### config.mk
export PLATFORM = sky130hd
export DESIGN_NAME = dual_camera_trigger_gen
export DESIGN_NICKNAME = d
export VERILOG_FILES = /design/src/logic/trig_pkg.sv /design/src/logic/us_tick_divider.sv /design/src/logic/pulse_window.sv /design/src/logic/dual_camera_trigger_gen.sv
export SDC_FILE = /design/constraint.sdc
export NUM_CORES = 1
export LEC_CHECK = 0
export BUFFER_PORTS_ARGS = -buffer_cell sky130_fd_sc_hd__buf_4
export CAP_MARGIN = 20
export CORE_MARGIN = 10
export CORE_UTILIZATION = 40
export CTS_CLUSTER_DIAMETER = 150
export DETAILED_ROUTE_END_ITERATION = 16
export PLACE_DENSITY = 0.53
export SYNTH_ARGS = -nofsm -noshare
export SYNTH_HDL_FRONTEND = slang
export SYNTH_HIERARCHICAL = 1
export SYNTH_SLANG_ARGS = --single-unit
### constraint.sdc
create_clock -name clk -period 10.9 [get_ports clk]
set_clock_uncertainty 0.15 [all_clocks]
set_input_delay 0.545 -clock clk [delete_from_list [all_inputs] [get_ports clk]]
set_output_delay 0.545 -clock clk [all_outputs]
set_load 0.02 [all_outputs]
### src/logic/trig_pkg.sv
// Constants and register map of the dual camera trigger generator
//
// Contract
// - Two separate trigger outputs exist: primary and secondary.
// - Each output has its own enable; a disabled output never pulses.
// - Primary repeats at a configurable rate between 6 Hz and 50 Hz.
// - Primary pulse high time is programmable, any duration in microseconds below the period.
// - Outputs are active high: rest low, high during a pulse.
// - Secondary runs only while primary is enabled; disabling primary stops it.
// - Secondary always repeats at exactly the primary frequency.
// - Secondary rising edge follows primary rising edge by a programmable offset.
// - Secondary has its own programmable pulse high time.
package trig_pkg;

    // Bus geometry
    localparam int DATA_W = 32;
    localparam int ADDR_W = 5;
    localparam int BE_W   = 4;
    localparam int BYTE_W = 8;

    // Timebase: one microsecond tick derived from the 250 MHz clock
    localparam int CLK_PERIOD_NS = 4;
    localparam int US_NS         = 1000;
    localparam int US_CYCLES     = (US_NS + CLK_PERIOD_NS - 1) / CLK_PERIOD_NS;
    localparam int TICK_W        = 8;
    localparam logic [TICK_W-1:0] TICK_LAST = TICK_W'(US_CYCLES - 1);

    // Phase, period, width and offset all count microsecond ticks
    localparam int PHASE_W     = 18;
    localparam int US_PER_S    = 1000000;
    localparam int FREQ_MIN_HZ = 6;
    localparam int FREQ_MAX_HZ = 50;
    localparam int FREQ_DEF_HZ = 30;
    localparam int WIDTH_DEF_US = 1000;
    localparam logic [PHASE_W-1:0] PERIOD_MIN_US = PHASE_W'(US_PER_S / FREQ_MAX_HZ);
    localparam logic [PHASE_W-1:0] PERIOD_MAX_US = PHASE_W'(US_PER_S / FREQ_MIN_HZ);
    localparam logic [PHASE_W-1:0] PERIOD_RST    = PHASE_W'(US_PER_S / FREQ_DEF_HZ);
    localparam logic [PHASE_W-1:0] WIDTH_RST     = PHASE_W'(WIDTH_DEF_US);
    localparam logic [PHASE_W-1:0] OFFSET_RST    = 18'h00000;
    localparam logic [PHASE_W-1:0] PHASE_ONE     = 18'h00001;

    // Register byte offsets
    localparam logic [ADDR_W-1:0] REG_CTRL   = 5'h00;
    localparam logic [ADDR_W-1:0] REG_PERIOD = 5'h04;
    localparam logic [ADDR_W-1:0] REG_WIDTH0 = 5'h08;
    localparam logic [ADDR_W-1:0] REG_OFFSET = 5'h0C;
    localparam logic [ADDR_W-1:0] REG_WIDTH1 = 5'h10;
    localparam logic [ADDR_W-1:0] REG_STATUS = 5'h14;
    localparam logic [ADDR_W-1:0] REG_PHASE  = 5'h18;

    // Field positions
    localparam int CTRL_EN0_BIT   = 0;
    localparam int CTRL_EN1_BIT   = 1;
    localparam int STAT_OUT0_BIT  = 0;
    localparam int STAT_OUT1_BIT  = 1;
    localparam int STAT_RUN1_BIT  = 2;

    localparam logic [DATA_W-1:0] READ_ZERO = 32'h00000000;

endpackage

### src/logic/us_tick_divider.sv
// Divides the system clock into a one-cycle microsecond enable pulse
`timescale 1ns/1ps
`default_nettype none
module us_tick_divider (
    input  wire logic clk,
    input  wire logic rst,
    input  wire logic clear,
    output logic      tick
);
    typedef struct packed {
        logic [trig_pkg::TICK_W-1:0] count;
        logic                        tick;
    } div_state_t;

    div_state_t state_r;
    div_state_t state_nxt;

    // Count to the last cycle of a microsecond, then pulse and wrap
    always_comb begin
        state_nxt      = state_r;
        state_nxt.tick = 1'b0;
        if (clear) begin
            state_nxt.count = '0;
        end else if (state_r.count == trig_pkg::TICK_LAST) begin
            state_nxt.count = '0;
            state_nxt.tick  = 1'b1;
        end else begin
            state_nxt.count = state_r.count + 8'h01;
        end
    end

    // State register
    always_ff @(posedge clk) begin
        if (rst) begin
            state_r <= '0;
        end else begin
            state_r <= state_nxt;
        end
    end

    assign tick = state_r.tick;
endmodule
`default_nettype wire

### src/logic/pulse_window.sv
// Decides whether a phase lies inside a pulse window that may wrap the period
`timescale 1ns/1ps
`default_nettype none
module pulse_window (
    input  wire logic [trig_pkg::PHASE_W-1:0] phase,
    input  wire logic [trig_pkg::PHASE_W-1:0] period,
    input  wire logic [trig_pkg::PHASE_W-1:0] start,
    input  wire logic [trig_pkg::PHASE_W-1:0] width,
    output logic                              hit
);
    logic [trig_pkg::PHASE_W-1:0] since;

    // Distance from the window start, taken modulo the period
    always_comb begin
        if (phase >= start) begin
            since = phase - start;
        end else begin
            since = phase + (period - start);
        end
        hit = (since < width);
    end
endmodule
`default_nettype wire

### src/logic/dual_camera_trigger_gen.sv
// Dual camera trigger generator with Avalon-MM register slave
`timescale 1ns/1ps
`default_nettype none
module dual_camera_trigger_gen (
    input  wire logic                          clk,
    input  wire logic                          rst,
    input  wire logic [trig_pkg::ADDR_W-1:0]   avsAddress,
    input  wire logic                          avsRead,
    input  wire logic                          avsWrite,
    input  wire logic [trig_pkg::DATA_W-1:0]   avsWriteData,
    input  wire logic [trig_pkg::BE_W-1:0]     avsByteEnable,
    output logic      [trig_pkg::DATA_W-1:0]   avsReadData,
    output logic                               avsWaitRequest,
    output logic                               trigPrimary,
    output logic                               trigSecondary
);
    typedef struct packed {
        logic                          en0;
        logic                          en1;
        logic                          en0Prev;
        logic [trig_pkg::PHASE_W-1:0]  period;
        logic [trig_pkg::PHASE_W-1:0]  width0;
        logic [trig_pkg::PHASE_W-1:0]  offset;
        logic [trig_pkg::PHASE_W-1:0]  width1;
        logic [trig_pkg::PHASE_W-1:0]  phase;
        logic                          outP;
        logic                          outS;
        logic                          waitReq;
        logic [trig_pkg::DATA_W-1:0]   rdata;
    } gen_state_t;

    gen_state_t                    state_r;
    gen_state_t                    state_nxt;
    logic [trig_pkg::PHASE_W-1:0]  periodEff;
    logic [trig_pkg::PHASE_W-1:0]  width0Eff;
    logic [trig_pkg::PHASE_W-1:0]  offsetEff;
    logic [trig_pkg::PHASE_W-1:0]  width1Eff;
    logic                          restart;
    logic                          tickClear;
    logic                          usTick;
    logic                          hitPrimary;
    logic                          hitSecondary;
    logic [trig_pkg::DATA_W-1:0]   readMux;
    logic [trig_pkg::DATA_W-1:0]   wordOld;
    logic [trig_pkg::DATA_W-1:0]   wordNew;

    // Merge write data into an old word under the byte enables
    function automatic logic [trig_pkg::DATA_W-1:0] merge_bytes(
        input logic [trig_pkg::DATA_W-1:0] cur,
        input logic [trig_pkg::DATA_W-1:0] wd,
        input logic [trig_pkg::BE_W-1:0]   be
    );
        logic [trig_pkg::DATA_W-1:0] res;
        res = cur;
        for (int i = 0; i < trig_pkg::BE_W; i++) begin
            if (be[i]) begin
                res[i*trig_pkg::BYTE_W +: trig_pkg::BYTE_W] =
                    wd[i*trig_pkg::BYTE_W +: trig_pkg::BYTE_W];
            end
        end
        return res;
    endfunction

    // Clamp the period into the legal frequency range and settings below it
    always_comb begin
        if (state_r.period < trig_pkg::PERIOD_MIN_US) begin
            periodEff = trig_pkg::PERIOD_MIN_US;
        end else if (state_r.period > trig_pkg::PERIOD_MAX_US) begin
            periodEff = trig_pkg::PERIOD_MAX_US;
        end else begin
            periodEff = state_r.period;
        end
        width0Eff = (state_r.width0 >= periodEff) ? periodEff - trig_pkg::PHASE_ONE
                                                   : state_r.width0;
        offsetEff = (state_r.offset >= periodEff) ? periodEff - trig_pkg::PHASE_ONE
                                                   : state_r.offset;
        width1Eff = (state_r.width1 >= periodEff) ? periodEff - trig_pkg::PHASE_ONE
                                                   : state_r.width1;
    end

    // Restart the timebase on the enabling edge and while idle
    assign restart   = state_r.en0 && !state_r.en0Prev;
    assign tickClear = restart || !state_r.en0;

    us_tick_divider tickGen (
        .clk   (clk),
        .rst   (rst),
        .clear (tickClear),
        .tick  (usTick)
    );

    // Primary window opens at phase zero
    pulse_window primaryWin (
        .phase  (state_r.phase),
        .period (periodEff),
        .start  ({trig_pkg::PHASE_W{1'b0}}),
        .width  (width0Eff),
        .hit    (hitPrimary)
    );

    // Secondary window shares the period and opens at the offset
    pulse_window secondaryWin (
        .phase  (state_r.phase),
        .period (periodEff),
        .start  (offsetEff),
        .width  (width1Eff),
        .hit    (hitSecondary)
    );

    // Read multiplexer; unmapped addresses read zero
    always_comb begin
        readMux = trig_pkg::READ_ZERO;
        case (avsAddress)
            trig_pkg::REG_CTRL: begin
                readMux[trig_pkg::CTRL_EN0_BIT] = state_r.en0;
                readMux[trig_pkg::CTRL_EN1_BIT] = state_r.en1;
            end
            trig_pkg::REG_PERIOD: readMux[trig_pkg::PHASE_W-1:0] = state_r.period;
            trig_pkg::REG_WIDTH0: readMux[trig_pkg::PHASE_W-1:0] = state_r.width0;
            trig_pkg::REG_OFFSET: readMux[trig_pkg::PHASE_W-1:0] = state_r.offset;
            trig_pkg::REG_WIDTH1: readMux[trig_pkg::PHASE_W-1:0] = state_r.width1;
            trig_pkg::REG_STATUS: begin
                readMux[trig_pkg::STAT_OUT0_BIT] = state_r.outP;
                readMux[trig_pkg::STAT_OUT1_BIT] = state_r.outS;
                readMux[trig_pkg::STAT_RUN1_BIT] = state_r.en0 && state_r.en1;
            end
            trig_pkg::REG_PHASE:  readMux[trig_pkg::PHASE_W-1:0] = state_r.phase;
            default:              readMux = trig_pkg::READ_ZERO;
        endcase
    end

    // Old contents of the addressed word, for byte-lane merging
    assign wordOld = readMux;
    assign wordNew = merge_bytes(wordOld, avsWriteData, avsByteEnable);

    // Next state: bus handshake, register writes, phase counter, outputs
    always_comb begin
        state_nxt         = state_r;
        state_nxt.en0Prev = state_r.en0;
        state_nxt.waitReq = 1'b1;

        // Hold waitrequest high one cycle, then release it for one cycle
        if ((avsRead || avsWrite) && state_r.waitReq) begin
            state_nxt.waitReq = 1'b0;
            if (avsRead) begin
                state_nxt.rdata = readMux;
            end
        end

        // Writes take effect at the edge where waitrequest is sampled low
        if (avsWrite && !state_r.waitReq) begin
            case (avsAddress)
                trig_pkg::REG_CTRL: begin
                    state_nxt.en0 = wordNew[trig_pkg::CTRL_EN0_BIT];
                    state_nxt.en1 = wordNew[trig_pkg::CTRL_EN1_BIT];
                end
                trig_pkg::REG_PERIOD: state_nxt.period = wordNew[trig_pkg::PHASE_W-1:0];
                trig_pkg::REG_WIDTH0: state_nxt.width0 = wordNew[trig_pkg::PHASE_W-1:0];
                trig_pkg::REG_OFFSET: state_nxt.offset = wordNew[trig_pkg::PHASE_W-1:0];
                trig_pkg::REG_WIDTH1: state_nxt.width1 = wordNew[trig_pkg::PHASE_W-1:0];
                default: begin
                end
            endcase
        end

        // Secondary cannot stay enabled without the primary
        state_nxt.en1 = state_nxt.en1 && state_nxt.en0;

        // Phase counts microseconds and wraps at the effective period
        if (!state_r.en0 || restart) begin
            state_nxt.phase = '0;
        end else if (state_r.phase >= periodEff) begin
            state_nxt.phase = '0;
        end else if (usTick) begin
            if (state_r.phase == periodEff - trig_pkg::PHASE_ONE) begin
                state_nxt.phase = '0;
            end else begin
                state_nxt.phase = state_r.phase + trig_pkg::PHASE_ONE;
            end
        end

        // Active-high outputs gated by their enables
        state_nxt.outP = state_r.en0 && hitPrimary;
        state_nxt.outS = state_r.en0 && state_r.en1 && hitSecondary;
    end

    // State register with defaults after reset
    always_ff @(posedge clk) begin
        if (rst) begin
            state_r         <= '0;
            state_r.period  <= trig_pkg::PERIOD_RST;
            state_r.width0  <= trig_pkg::WIDTH_RST;
            state_r.width1  <= trig_pkg::WIDTH_RST;
            state_r.offset  <= trig_pkg::OFFSET_RST;
            state_r.waitReq <= 1'b1;
        end else begin
            state_r <= state_nxt;
        end
    end

    // Outputs straight from the state register
    assign avsReadData    = state_r.rdata;
    assign avsWaitRequest = state_r.waitReq;
    assign trigPrimary    = state_r.outP;
    assign trigSecondary  = state_r.outS;

    // Helper history for the offset check
    logic                          prevBothEn;
    logic [trig_pkg::PHASE_W-1:0]  prevPhase;
    logic [trig_pkg::PHASE_W-1:0]  prevOffset;
    logic [trig_pkg::PHASE_W-1:0]  prevWidth1;
    logic [trig_pkg::PHASE_W-1:0]  prevWidth1b;
    always_ff @(posedge clk) begin
        prevBothEn  <= state_r.en0 && state_r.en1 && state_r.en0Prev;
        prevPhase   <= state_r.phase;
        prevOffset  <= offsetEff;
        prevWidth1  <= width1Eff;
        prevWidth1b <= prevWidth1;
    end

    // Disabled primary drives low on the next edge
    prim_idle_low_a: assert property (@(posedge clk) disable iff (rst)
        !state_r.en0 |=> !trigPrimary)
        else $error("primary pulsed while disabled");

    // Secondary needs the primary enabled one cycle before
    sec_needs_prim_a: assert property (@(posedge clk) disable iff (rst)
        trigSecondary |-> $past(state_r.en0) && $past(state_r.en1))
        else $error("secondary pulsed without both enables");

    // Outputs low right after reset
    reset_low_a: assert property (@(posedge clk) disable iff (rst)
        $past(rst) |-> !trigPrimary && !trigSecondary)
        else $error("trigger high after reset");

    // Enabling the primary starts with a pulse
    restart_pulse_a: assert property (@(posedge clk) disable iff (rst)
        (restart && width0Eff != '0) |=> trigPrimary ##1 (state_r.phase == '0))
        else $error("enable did not start with a pulse");

    // Phase wraps to zero at the end of the period
    phase_wrap_a: assert property (@(posedge clk) disable iff (rst)
        (state_r.en0 && !restart && usTick
         && state_r.phase == periodEff - trig_pkg::PHASE_ONE) |=> state_r.phase == '0)
        else $error("phase did not wrap at period end");

    // Effective settings stay inside the legal range
    clamp_range_a: assert property (@(posedge clk) disable iff (rst)
        periodEff >= trig_pkg::PERIOD_MIN_US && periodEff <= trig_pkg::PERIOD_MAX_US
        && width0Eff < periodEff && width1Eff < periodEff && offsetEff < periodEff)
        else $error("effective setting out of range");

    // Primary high exactly while phase lies below its width
    prim_width_a: assert property (@(posedge clk) disable iff (rst)
        state_r.en0 |=> trigPrimary == ($past(state_r.phase) < $past(width0Eff)))
        else $error("primary level disagrees with phase");

    // Secondary rises when the phase reaches the offset
    sec_offset_a: assert property (@(posedge clk) disable iff (rst)
        ($rose(trigSecondary) && prevBothEn && prevWidth1 == prevWidth1b)
        |-> prevPhase == prevOffset)
        else $error("secondary rose away from its offset");

    // Waitrequest is released for a single cycle only
    bus_release_a: assert property (@(posedge clk) disable iff (rst)
        !avsWaitRequest |=> avsWaitRequest)
        else $error("waitrequest low for more than one cycle");

    // A request seen with waitrequest high is answered in the next cycle
    bus_answer_a: assert property (@(posedge clk) disable iff (rst)
        (avsRead || avsWrite) && avsWaitRequest |=> !avsWaitRequest)
        else $error("waitrequest not released one cycle after a request");

    // Secondary drives low once its own enable is clear
    sec_idle_low_a: assert property (@(posedge clk) disable iff (rst)
        !state_r.en1 |=> !trigSecondary)
        else $error("secondary pulsed while disabled");

    // A control write that clears the primary enable also clears the secondary
    en1_follow_a: assert property (@(posedge clk) disable iff (rst)
        (avsWrite && !avsWaitRequest && avsAddress == trig_pkg::REG_CTRL
         && avsByteEnable[trig_pkg::CTRL_EN0_BIT / trig_pkg::BYTE_W]
         && !avsWriteData[trig_pkg::CTRL_EN0_BIT]) |=> !state_r.en1)
        else $error("secondary enable kept without primary");

    // A full-word offset write lands at the commit edge
    write_offset_a: assert property (@(posedge clk) disable iff (rst)
        (avsWrite && !avsWaitRequest && avsAddress == trig_pkg::REG_OFFSET
         && &avsByteEnable) |=> state_r.offset == $past(avsWriteData[trig_pkg::PHASE_W-1:0]))
        else $error("offset write did not land");

    // A full-word secondary width write lands at the commit edge
    write_width1_a: assert property (@(posedge clk) disable iff (rst)
        (avsWrite && !avsWaitRequest && avsAddress == trig_pkg::REG_WIDTH1
         && &avsByteEnable) |=> state_r.width1 == $past(avsWriteData[trig_pkg::PHASE_W-1:0]))
        else $error("secondary width write did not land");

    // Status read returns the levels of both trigger outputs
    status_read_a: assert property (@(posedge clk) disable iff (rst)
        (avsRead && avsWaitRequest && avsAddress == trig_pkg::REG_STATUS)
        |=> avsReadData[trig_pkg::STAT_OUT0_BIT] == $past(trigPrimary)
            && avsReadData[trig_pkg::STAT_OUT1_BIT] == $past(trigSecondary))
        else $error("status read disagrees with trigger levels");

    prim_rise_c: cover property (@(posedge clk) disable iff (rst) $rose(trigPrimary));
    sec_rise_c: cover property (@(posedge clk) disable iff (rst) $rose(trigSecondary));
    bus_write_c: cover property (@(posedge clk) disable iff (rst)
        avsWrite && !avsWaitRequest);
    restart_c: cover property (@(posedge clk) disable iff (rst) restart);
    both_high_c: cover property (@(posedge clk) disable iff (rst) trigPrimary && trigSecondary);
endmodule
`default_nettype wire

---- Yosys cells after proc, flatten, opt, wreduce, memory -nomap -nowiden ----
Cells that the tools add are included.
W data, S select, Z words.
storage, ports and cells
  input port bits ......................... 45
  output and inout port bits .............. 35
  flip-flop bits (word level) ............. 123
  logic and storage cells ................. 79
operators by class
  $lt $le $gt $ge ......................... 10
  reductions and logical operators ........ 21
  muxes and demuxes ....................... 19
  eq/ne operators ......................... 8
  $add $sub $neg .......................... 7
operator list
  kind                     number
  $mux W18                 9
  $ge A18 B18 Y1           5
  $pmux W15 S5             1
  $add A18 B18 Y18         2
  $lt A18 B18 Y1           2
  $sub A18 B18 Y18         2
  $mux W33                 1
  $add A18 B1 Y18 const B  1
  $eq A18 B18 Y1           1
  $ge A18 B1 Y1 const B    1
  $gt A18 B18 Y1 const B   1
  $lt A18 B15 Y1 const B   1
  $sub A18 B1 Y18 const B  1
  $mux W8                  2
  $eq A5 B5 Y1 const B     3
  $pmux W2 S7              1
  $eq A5 B4 Y1 const B     2
  $reduce_and A2 Y1        5
  $add A8 B1 Y8 const B    1
  $eq A8 B8 Y1 const B     1
  $logic_and A1 B1 Y1      7
  $mux W2                  3
  $pmux W1 S6              1
  $reduce_or A3 Y1         2
  6 further kinds          9

---- Depth between registers and ports, before layout ----
Gate-level depths: netlist (run 1).
  depth in word-level cells ............... 10
  mapped depth ............................ 41
  gate-level depth less buffers ........... 37

---- By module ----
The synthesis (run 1) kept the hierarchy.
by module, submodules not included
  module                        instances  cells an instance  area an instance (um^2)  sequential area each (um^2)
  dual_camera_trigger_gen       1          1,037              8,343.0                  2,282.2
  pulse_window at secondaryWin  1          431                2,972.9                  0.0
  pulse_window at primaryWin    1          411                2,940.3                  0.0
  us_tick_divider               1          49                 440.4                    180.2

---- Worst setup path after synthesis (run 1) ----
OpenSTA, ideal clock, no wires.
  path type ............................... flip-flop to flip-flop
  from .................................... register state_r[112] (netlist bit)
  to ...................................... register state_r, in the netlist trigSecondary
  clock period less this slack ............ 8.293 ns
  stages on the path, launching flop included .. 40
  arrival ................................. 8.084 ns
  required time ........................... 10.691 ns
  path buffers ............................ 4
  setup slack ............................. 2.607 ns
  library setup time ...................... 0.059 ns
  path through ............................ dfxtp_1 > buf_6 > or4_4 > or4_2 > and2_0 > nand2_1 > inv_1 > ha_1 > nand2b_1 > a21o_1 > a21o_1 > a21o_1 > a21o_1 > a211oi_1 > o311ai_0 > nand2_1 > clkbuf_1 > mux2i_1 > (+4 left out) > o22ai_1 > o41a_1 > a2111oi_2 > o31ai_1 > buf_2 > buf_2 > nor2_1 > a21oi_1 > ha_1 > a21o_1 > a21o_1 > a21o_1 > a21o_1 > a21oi_1 > nor3_1 > o22ai_1 > o21a_1 > and3_1
between the ends
  longest elaborated chain between the ends .. 10
  elaborated cells on any way between the ends .. 16
  those cells by class .................... 4 x add/sub; 6 x order compare; 5 x mux; 1 x reduce/logical
ends and longest elaborated chain
  what                                                      RTL line                        RTL
  from (decl)                                               dual_camera_trigger_gen.sv:32   gen_state_t state_r;
  from (signal assigned)                                    dual_camera_trigger_gen.sv:197  state_r <= state_nxt;
  $gt A18 B18 Y1                                            dual_camera_trigger_gen.sv:68   end else if (state_r.period > trig_pkg::PERIOD_MAX_US) begin
  $mux W18                                                  dual_camera_trigger_gen.sv:68
  $mux W18 *                                                dual_camera_trigger_gen.sv:66   if (state_r.period < trig_pkg::PERIOD_MIN_US) begin
  net periodEff, one bit                                    dual_camera_trigger_gen.sv:34   logic [trig_pkg::PHASE_W-1:0] periodEff;
  $sub A18 B1 Y18 / $ge A18 B18 Y1 (equally long branches)  dual_camera_trigger_gen.sv:75   offsetEff = (state_r.offset >= periodEff) ? periodEff - trig_pkg::PHASE_ONE
  $mux W18 *                                                dual_camera_trigger_gen.sv:75
  net offsetEff, one bit                                    dual_camera_trigger_gen.sv:36   logic [trig_pkg::PHASE_W-1:0] offsetEff;
  $sub A18 B18 Y18                                          pulse_window.sv:18              since = phase + (period - start);
  $add A18 B18 Y18                                          pulse_window.sv:18
  $mux W18 *                                                pulse_window.sv:15              if (phase >= start) begin
  $lt A18 B18 Y1 *                                          pulse_window.sv:20              hit = (since < width);
  net hitSecondary                                          dual_camera_trigger_gen.sv:42   logic hitSecondary;
  $logic_and A1 B1 Y1 *                                     dual_camera_trigger_gen.sv:184  state_nxt.outS = state_r.en0 && state_r.en1 && hitSecondary;
The timed path passes the listed nets; every way through them passes the cells marked *.
A chain may end at the register's enable or synchronous reset.

---- Worst setup path after layout (run 1) ----
Ends and elaborated chain as after synthesis.

==> results of run 1 <==
[cells in the final DEF, fill, tap and decap left out, types with 18 or more instances in the layout]
master,Yosys,layout
sky130_fd_sc_hd__inv_1,258,258
sky130_fd_sc_hd__nand2_1,214,214
sky130_fd_sc_hd__ha_1,182,182
sky130_fd_sc_hd__a21oi_1,145,145
sky130_fd_sc_hd__nor2_1,141,141
sky130_fd_sc_hd__dfxtp_1,123,123
sky130_fd_sc_hd__buf_4,40,80
sky130_fd_sc_hd__o21ai_0,62,62
sky130_fd_sc_hd__mux2_2,52,52
sky130_fd_sc_hd__xnor2_1,50,50
sky130_fd_sc_hd__conb_1,1,49
sky130_fd_sc_hd__xor2_1,43,43
sky130_fd_sc_hd__a21o_1,42,42
sky130_fd_sc_hd__fa_1,36,36
sky130_fd_sc_hd__nand3_1,35,35
sky130_fd_sc_hd__nand4_1,28,28
sky130_fd_sc_hd__o211ai_1,28,28
sky130_fd_sc_hd__nor3_1,27,27
sky130_fd_sc_hd__o21a_1,24,24
sky130_fd_sc_hd__a31oi_1,21,21
sky130_fd_sc_hd__nor2b_1,18,18
sky130_fd_sc_hd__mux2i_1,18,18
[worst max-delay path by stage]
stage / from / endpoint / slack, ns / cells after the start
floorplan: state_r[112]$_SDFFE_PP1P_ / trigSecondary$_SDFF_PP0_ / 2.61 / 39
global placement: state_r[112]$_SDFFE_PP1P_ / trigSecondary$_SDFF_PP0_ / 1.30 / 34
detailed placement: state_r[112]$_SDFFE_PP1P_ / trigSecondary$_SDFF_PP0_ / 1.17 / 34
CTS: state_r[112]$_SDFFE_PP1P_ / trigSecondary$_SDFF_PP0_ / 1.10 / 34
global route: state_r[117]$_SDFFE_PP0P_ / trigSecondary$_SDFF_PP0_ / 0.32 / 34
finish: state_r[112]$_SDFFE_PP1P_ / trigSecondary$_SDFF_PP0_ / 0.77 / 34
[metal layers]
| metal | track usage (%) | vias to the layer above | wire length [um] | part of all wire [%] |
|---|---|---|---|---|
| met1 | 32.4 | 6668 | 24400 | 45 |
| met2 | 37.9 | 431 | 24100 | 45 |
| met3 | 5.56 | 69 | 3990 | 7.4 |
| met4 | 6.35 | 2 | 1320 | 2.4 |
| li1 | - | 6733 | - | - |
| met5 | 0 | - | 13 | 0.024 |
[synth_stat cells, drive strengths merged (14+ instances only)]
cell	count	area, sq um
inv	258	968
nand2	214	803
ha	182	2280
a21oi	149	768
nor2	141	529
dfxtp	123	2460
o21ai	73	365
buf	65	472
mux2	52	586
xnor2	50	438
clkbuf	49	185
a21o	46	350
xor2	43	377
fa	36	721
nand3	36	185
nand4	29	188
o211ai	29	223
nor3	27	135
o21a	24	180
a31oi	21	131
a211oi	18	140
mux2i	18	180
nor2b	18	113
and3	17	109
a22oi	16	120
a222oi	15	150
nor4	15	115
a311oi	14	123
[flip-flops by register name (all words and copies together) (netlist names)]
signal / cells
trigSecondary: 1
trigPrimary: 1
avsReadData: 18
tickGen/tick: 1
tickGen/state_r: 8
avsWaitRequest: 1
state_nxt: 1
state_r: 92
[power groups by stage]
stage	combinational, mW	clock [mW]	sequential [mW]
after detailed placement	0.182	0	0.469
after global placement	0.181	0	0.469
after floorplan	0.139	0	0.468
after global routing	0.206	0.576	0.460
after CTS	0.183	0.550	0.460
final	0.185	0.547	0.460
[per-stage QoR]
stage	instances	util [%]	hold slack [ns]
3_5_place_dp	2410	42.3	0.291
2_1_floorplan	1976	-	0.291
4_1_cts	2441	43.9	0.172
6_report	2442	43.9	0.179
5_1_grt	2442	43.9	0.184
3_3_place_gp	2410	42.3	0.270
[critical path, delay by kind of cell, from the launching register on]
kind | cells | cell delay [ns]
simple gates | 8 | 2.89
flops | 1 | 0.41
buf+inv | 3 | 0.55
fa+ha+maj | 4 | 1.18
mux | 2 | 0.47
compound gates | 17 | 4.38
[kinds of logic after synthesis]
group                      after synthesis  synth area share [%]
xor gates and xnor gates                95                  5.85
adders and majority gates              218                  20.4
and+or+nand+nor                        559                  17.9
buffers and inverters                  373                  11.1
DFF                                    123                  16.8
other                                    1                0.0255
muxes                                   70                  5.21
AOI/OAI and AO/OA                      489                  22.7
[cell type report]
cell class | instances | share of cell area, %
clock buffers | 24 | 3.07
clock inverters | 7 | 0.407
inverters | 259 | 6.08
multi-input cells | 1480 | 67.5
flip-flops and latches | 123 | 15.4
well taps | 468 | 3.66
repair buffers | 81 | 3.85
==> results.yml, run 1 <==
status:
  status: "finished clean"
setup_path:
  endpoint_kind: "register"
  critPathMaxFanout: 21
  reg2reg_setup_slack_ns: 0.77
  ff2ff_path_depth: 34
  path_class: "reg -> reg"
  rr_endpoint: "trigSecondary$_SDFF_PP0_"
  cell_occurring_most_often_along_the_worst_timing_path: "sky130_fd_sc_hd__a21o_1"
  critical_path.slowest_cell: "sky130_fd_sc_hd__nor4_1"
  worst-endpoint-required_ns: 11.12
  maximum_cell_stage_delay_along_the_critical_path_ns: 0.81
  cp_data_arrival_time_ns: 10.35
  critical_path.startpoint_type: "register"
  startpoint_of_the_lowest_slack_register_to_register_path: "state_r[112]$_SDFFE_PP1P_"
power:
  power.total_mw: 1.19
  switchingPower_mw: 0.330
  leakagePower_nw: 7.22
  worst_ir_drop_on_vdd_uv: 111
  part_of_the_total_power_dissipated_in_the_clock_network_pct: 45.9
  seq_power_share_pct: 38.6
  p_int_mw: 0.862
  comb_power_share_pct: 15.5
  power.share.switching_pct: 27.7
  cellPowerDensity_nw_per_um2: 74.5
clock_network:
  cts_hold_buffers: 0
  cts_root_buf: "sky130_fd_sc_hd__clkbuf_16"
  cts_tree: "yes"
  cts_max_path_buffers: 2
  post_cts.repair.setup_buffers: 0
  worst_skew_pair.late_latency_ns: 0.43
  worst_setup_hold_path_clk_slew_ns: 0.06
  clock_sinks: 123
  cts-htree-levels: 4
  count_of_cells_resized_by_post_cts_repair: 0
  cts_buffers: 17
routing:
  wl_um: 53900
  dr_pass1_iterations: 6
  drc: 0
  via_count: 13900
  drt.antenna.violating_nets: 0
  drt-wirelength-per-cell_um: 22.1
  detailedRoute.firstIterationViolations: 1214
  vias_per_cell: 5.69
hold_path:
  min-delay-start: "avsRead"
  hold-path-endpoint: "avsWaitRequest$_SDFF_PP1_"
  hold_path_class: "in -> reg"
  holdPathStages: 2
synthesis:
  flops_latches_synth: 123
  yosysUniqueCellTypes: 105
  count_of_flip_flops_with_a_built_in_enable_after_synthesis: 0
  yosys_warnings: 6
  postSynth.topFlopCell: "sky130_fd_sc_hd__dfxtp_1"
  synthesis.instances: 1928
  synth_seq_area_share_pct: 16.8
  synth_area_sq_um: 14700
  synth.avg_cell_area_sq_um: 7.62
  fraction_of_registers_with_async_set_or_reset_after_synthesis_pct: 0
final_layout:
  layout.cell_area.non_filler_sq_um: 16000
  seqCellArea_sq_um: 2460
  multi_input_comb_area_sq_um: 10800
  nFillCells: 3767
  synthToLayoutAreaGrowth_pct: 8.85
  num_antenna_cells: 0
  layout-drive-gt1-share_pct: 10.5
  nets: 2225
floorplan:
  floorplan.io_pins: 80
  core_area_sq_um: 36400
  std_cell_rows: 70
  dieHeight_um: 212
  dieArea_sq_um: 44800
  chipWidth_um: 212
  initial_core_util_pct: 40.3
sta:
  drv_slew: 0
  min_period_over_period_pct: 92.9
  setup_slack_ns: 0.772
  rsz0062_at_grt: "false"
  setup_violations: 0
  finalSetupTns_ns: 0
  achievable-frequency_mhz: 98.7
  min_period_ns: 10.13
  timing_hold_violations_final: 0
  max_slew.worst_pin.slew_ns: 1.09
  worst_slew_margin_rel_pct: 27.0
grt:
  grt_antenna_before_repair: 1
  grt_start_max_net_pins: 42
  grt_overflow: 0
  wire_length_of_the_first_global_routing_pass_um: 81900
  first_global_vias: 13400
  grt_util_all_layers_pct: 24.1
placement:
  dp_slack_ns: 1.17
  placement.io_buffers: 50
  place.gp.congestion: 0.975
  place_area_sq_um: 15400
  dpl.hpwl_um: 42000
run:
  cap_viol_max_count: 0
Power figures use the tool's default switching activity.
==> run 2: changes to the inputs <==
CORE_UTILIZATION = 55   (was 40)
CTS_BUF_LIST = sky130_fd_sc_hd__clkbuf_4 sky130_fd_sc_hd__clkbuf_8 sky130_fd_sc_hd__clkbuf_16   (was unset)
PLACE_DENSITY = 0.7   (was 0.53)
==> run 2 against run 1 <==
  * Global-route usage grew 4.5 points
  * Routed wire length shrank 11%
  * Power grew 1.1%
  * Register-to-register slack lost 0.05 ns
  * Sequential share of layout area grew 0.25 points
  * Largest cell class unchanged
  * Highest routed layer is now met4
==> results.yml, run 2 (synthesis results as in run 1) <==
status:
  status: "finished clean"
clock_network:
  count_of_cells_resized_by_post_cts_repair: 0
  cts_hold_buffers: 0
  cts-htree-levels: 4
  clock_sinks: 123
  post_cts.repair.setup_buffers: 0
  cts_tree: "yes"
  worst_skew_pair.late_latency_ns: 0.44
  worst_setup_hold_path_clk_slew_ns: 0.06
  cts_buffers: 17
  cts_root_buf: "sky130_fd_sc_hd__clkbuf_16"
  cts_max_path_buffers: 2
setup_path:
  category_of_cells_accounting_for_the_largest_share_of_critical_path_delay: "compound AO/OA/AOI/OAI gates"
  critical_path.startpoint_type: "register"
  maximum_cell_stage_delay_along_the_critical_path_ns: 0.62
  critPathMaxFanout: 12
  endpoint_kind: "register"
  cp_data_arrival_time_ns: 10.35
  critical_path.slowest_cell: "sky130_fd_sc_hd__dfxtp_1"
  worst-endpoint-required_ns: 11.07
  path_class: "reg -> reg"
  timing.critical_path.buf_inv: 3
  cell_occurring_most_often_along_the_worst_timing_path: "sky130_fd_sc_hd__a21o_1"
placement:
  dpl.hpwl_um: 38100
  placement.io_buffers: 50
  place.gp.congestion: 0.968
  post-place-cells: 2265
floorplan:
  chipWidth_um: 183
  core_area_sq_um: 26200
  dieHeight_um: 183
  dieArea_sq_um: 33700
  initial_core_util_pct: 56.1
  std_cell_rows: 59
  floorplan.io_pins: 80
grt:
  grt_antenna_before_repair: 0
  grt_overflow: 0
  first_global_vias: 13300
  wire_length_of_the_first_global_routing_pass_um: 76200
  grt_util_all_layers_pct: 28.6
  grt_start_max_net_pins: 41
power:
  worst_ir_drop_on_vdd_uv: 85.4
  cellPowerDensity_nw_per_um2: 76.5
  power.total_mw: 1.21
  leakagePower_nw: 7.15
routing:
  drt.antenna.violating_nets: 0
  wl_um: 48200
  via_count: 14200
  dr_pass1_iterations: 6
  drt-wirelength-per-cell_um: 21.0
  drc: 0
  vias_per_cell: 6.16
  detailedRoute.firstIterationViolations: 1674
final_layout:
  layout-drive-gt1-share_pct: 10.0
  largest_register_ffs: 92
  synthToLayoutAreaGrowth_pct: 7.14
  nets: 2212
  layout_common_cells: "sky130_fd_sc_hd__inv_1 (258), sky130_fd_sc_hd__nand2_1 (214), sky130_fd_sc_hd__ha_1 (182), sky130_fd_sc_hd__a21oi_1 (145), sky130_fd_sc_hd__nor2_1 (141)"
  instances_no_fill: 2298
  most_common_cell_after_layout_fill_and_taps_aside: "sky130_fd_sc_hd__inv_1"
  regMostFlops: "state_r"
sta:
  worst_slew_margin_rel_pct: 29.8
  min_period_ns: 10.18
  max_slew.worst_pin.slew_ns: 1.05
  rsz0062_at_grt: "false"
  timing_hold_violations_final: 0
  finalSetupTns_ns: 0
  drv_slew: 0
  setup_violations: 0
  min_period_over_period_pct: 93.4
  achievable-frequency_mhz: 98.2
run:
  cap_viol_max_count: 0
hold_path:
  hold_path_class: "in -> reg"
## run 2: path summary, 6_finish.rpt
kind         slack (ns)                        end  cells past startpoint                 startpoint
max                0.72   trigSecondary$_SDFF_PP0_                     35  state_r[113]$_SDFFE_PP0P_
min                0.17  avsWaitRequest$_SDFF_PP1_                      2                    avsRead
max reg2reg        0.72   trigSecondary$_SDFF_PP0_                     35  state_r[113]$_SDFFE_PP0P_
min reg2reg        0.29  avsWaitRequest$_SDFF_PP1_                      1  avsWaitRequest$_SDFF_PP1_
## run 2: worst register-to-register path, delay by kind of cell, from the launching register on
family                     cells  cell delay (ns)
buffers and inverters          3             0.62
adders and majority gates      4             1.33
AOI/OAI and AO/OA             15             3.78
muxes                          1             0.40
and+or+nand+nor               12             3.19
DFF                            1             0.62
## run 2: power breakdown
| group | internal [mW] | switching (mW) |
|---|---|---|
| sequential | 0.455 | 0.00470 |
| combinational | 0.0726 | 0.113 |
| clock | 0.324 | 0.235 |
| total | 0.852 | 0.353 |
## run 2: area by class of cell
class	instances	area (sq um)
timing repair buffer	68	518
sequential	123	2460
antenna	1	2.50
tap	335	419
clock inverter	14	134
fill	2447	10500
multi-input combinational	1480	10800
inverter	259	972
clock buffer	18	439
## run 2: through the flow
| step | utilization (%) | setup WS (ns) | hold slack [ns] | area, sq um |
|---|---|---|---|---|
| 6_report | 60.1 | 0.722 | 0.169 | 15700 |
| 5_1_grt | 60.1 | 0.166 | 0.173 | 15700 |
| 4_1_cts | 60.1 | 1.12 | 0.163 | 15700 |
| 3_5_place_dp | 57.9 | 1.17 | 0.278 | 15200 |
| 3_3_place_gp | 57.8 | 1.41 | 0.271 | 15200 |
| 2_1_floorplan | - | 2.61 | 0.291 | 14900 |
## run 2: layer usage
metal	global-route usage, %	part of all wire (%)
met5	0	0
met4	8.79	2.9
met3	4.74	8.3
met2	44.6	44
met1	39.4	44
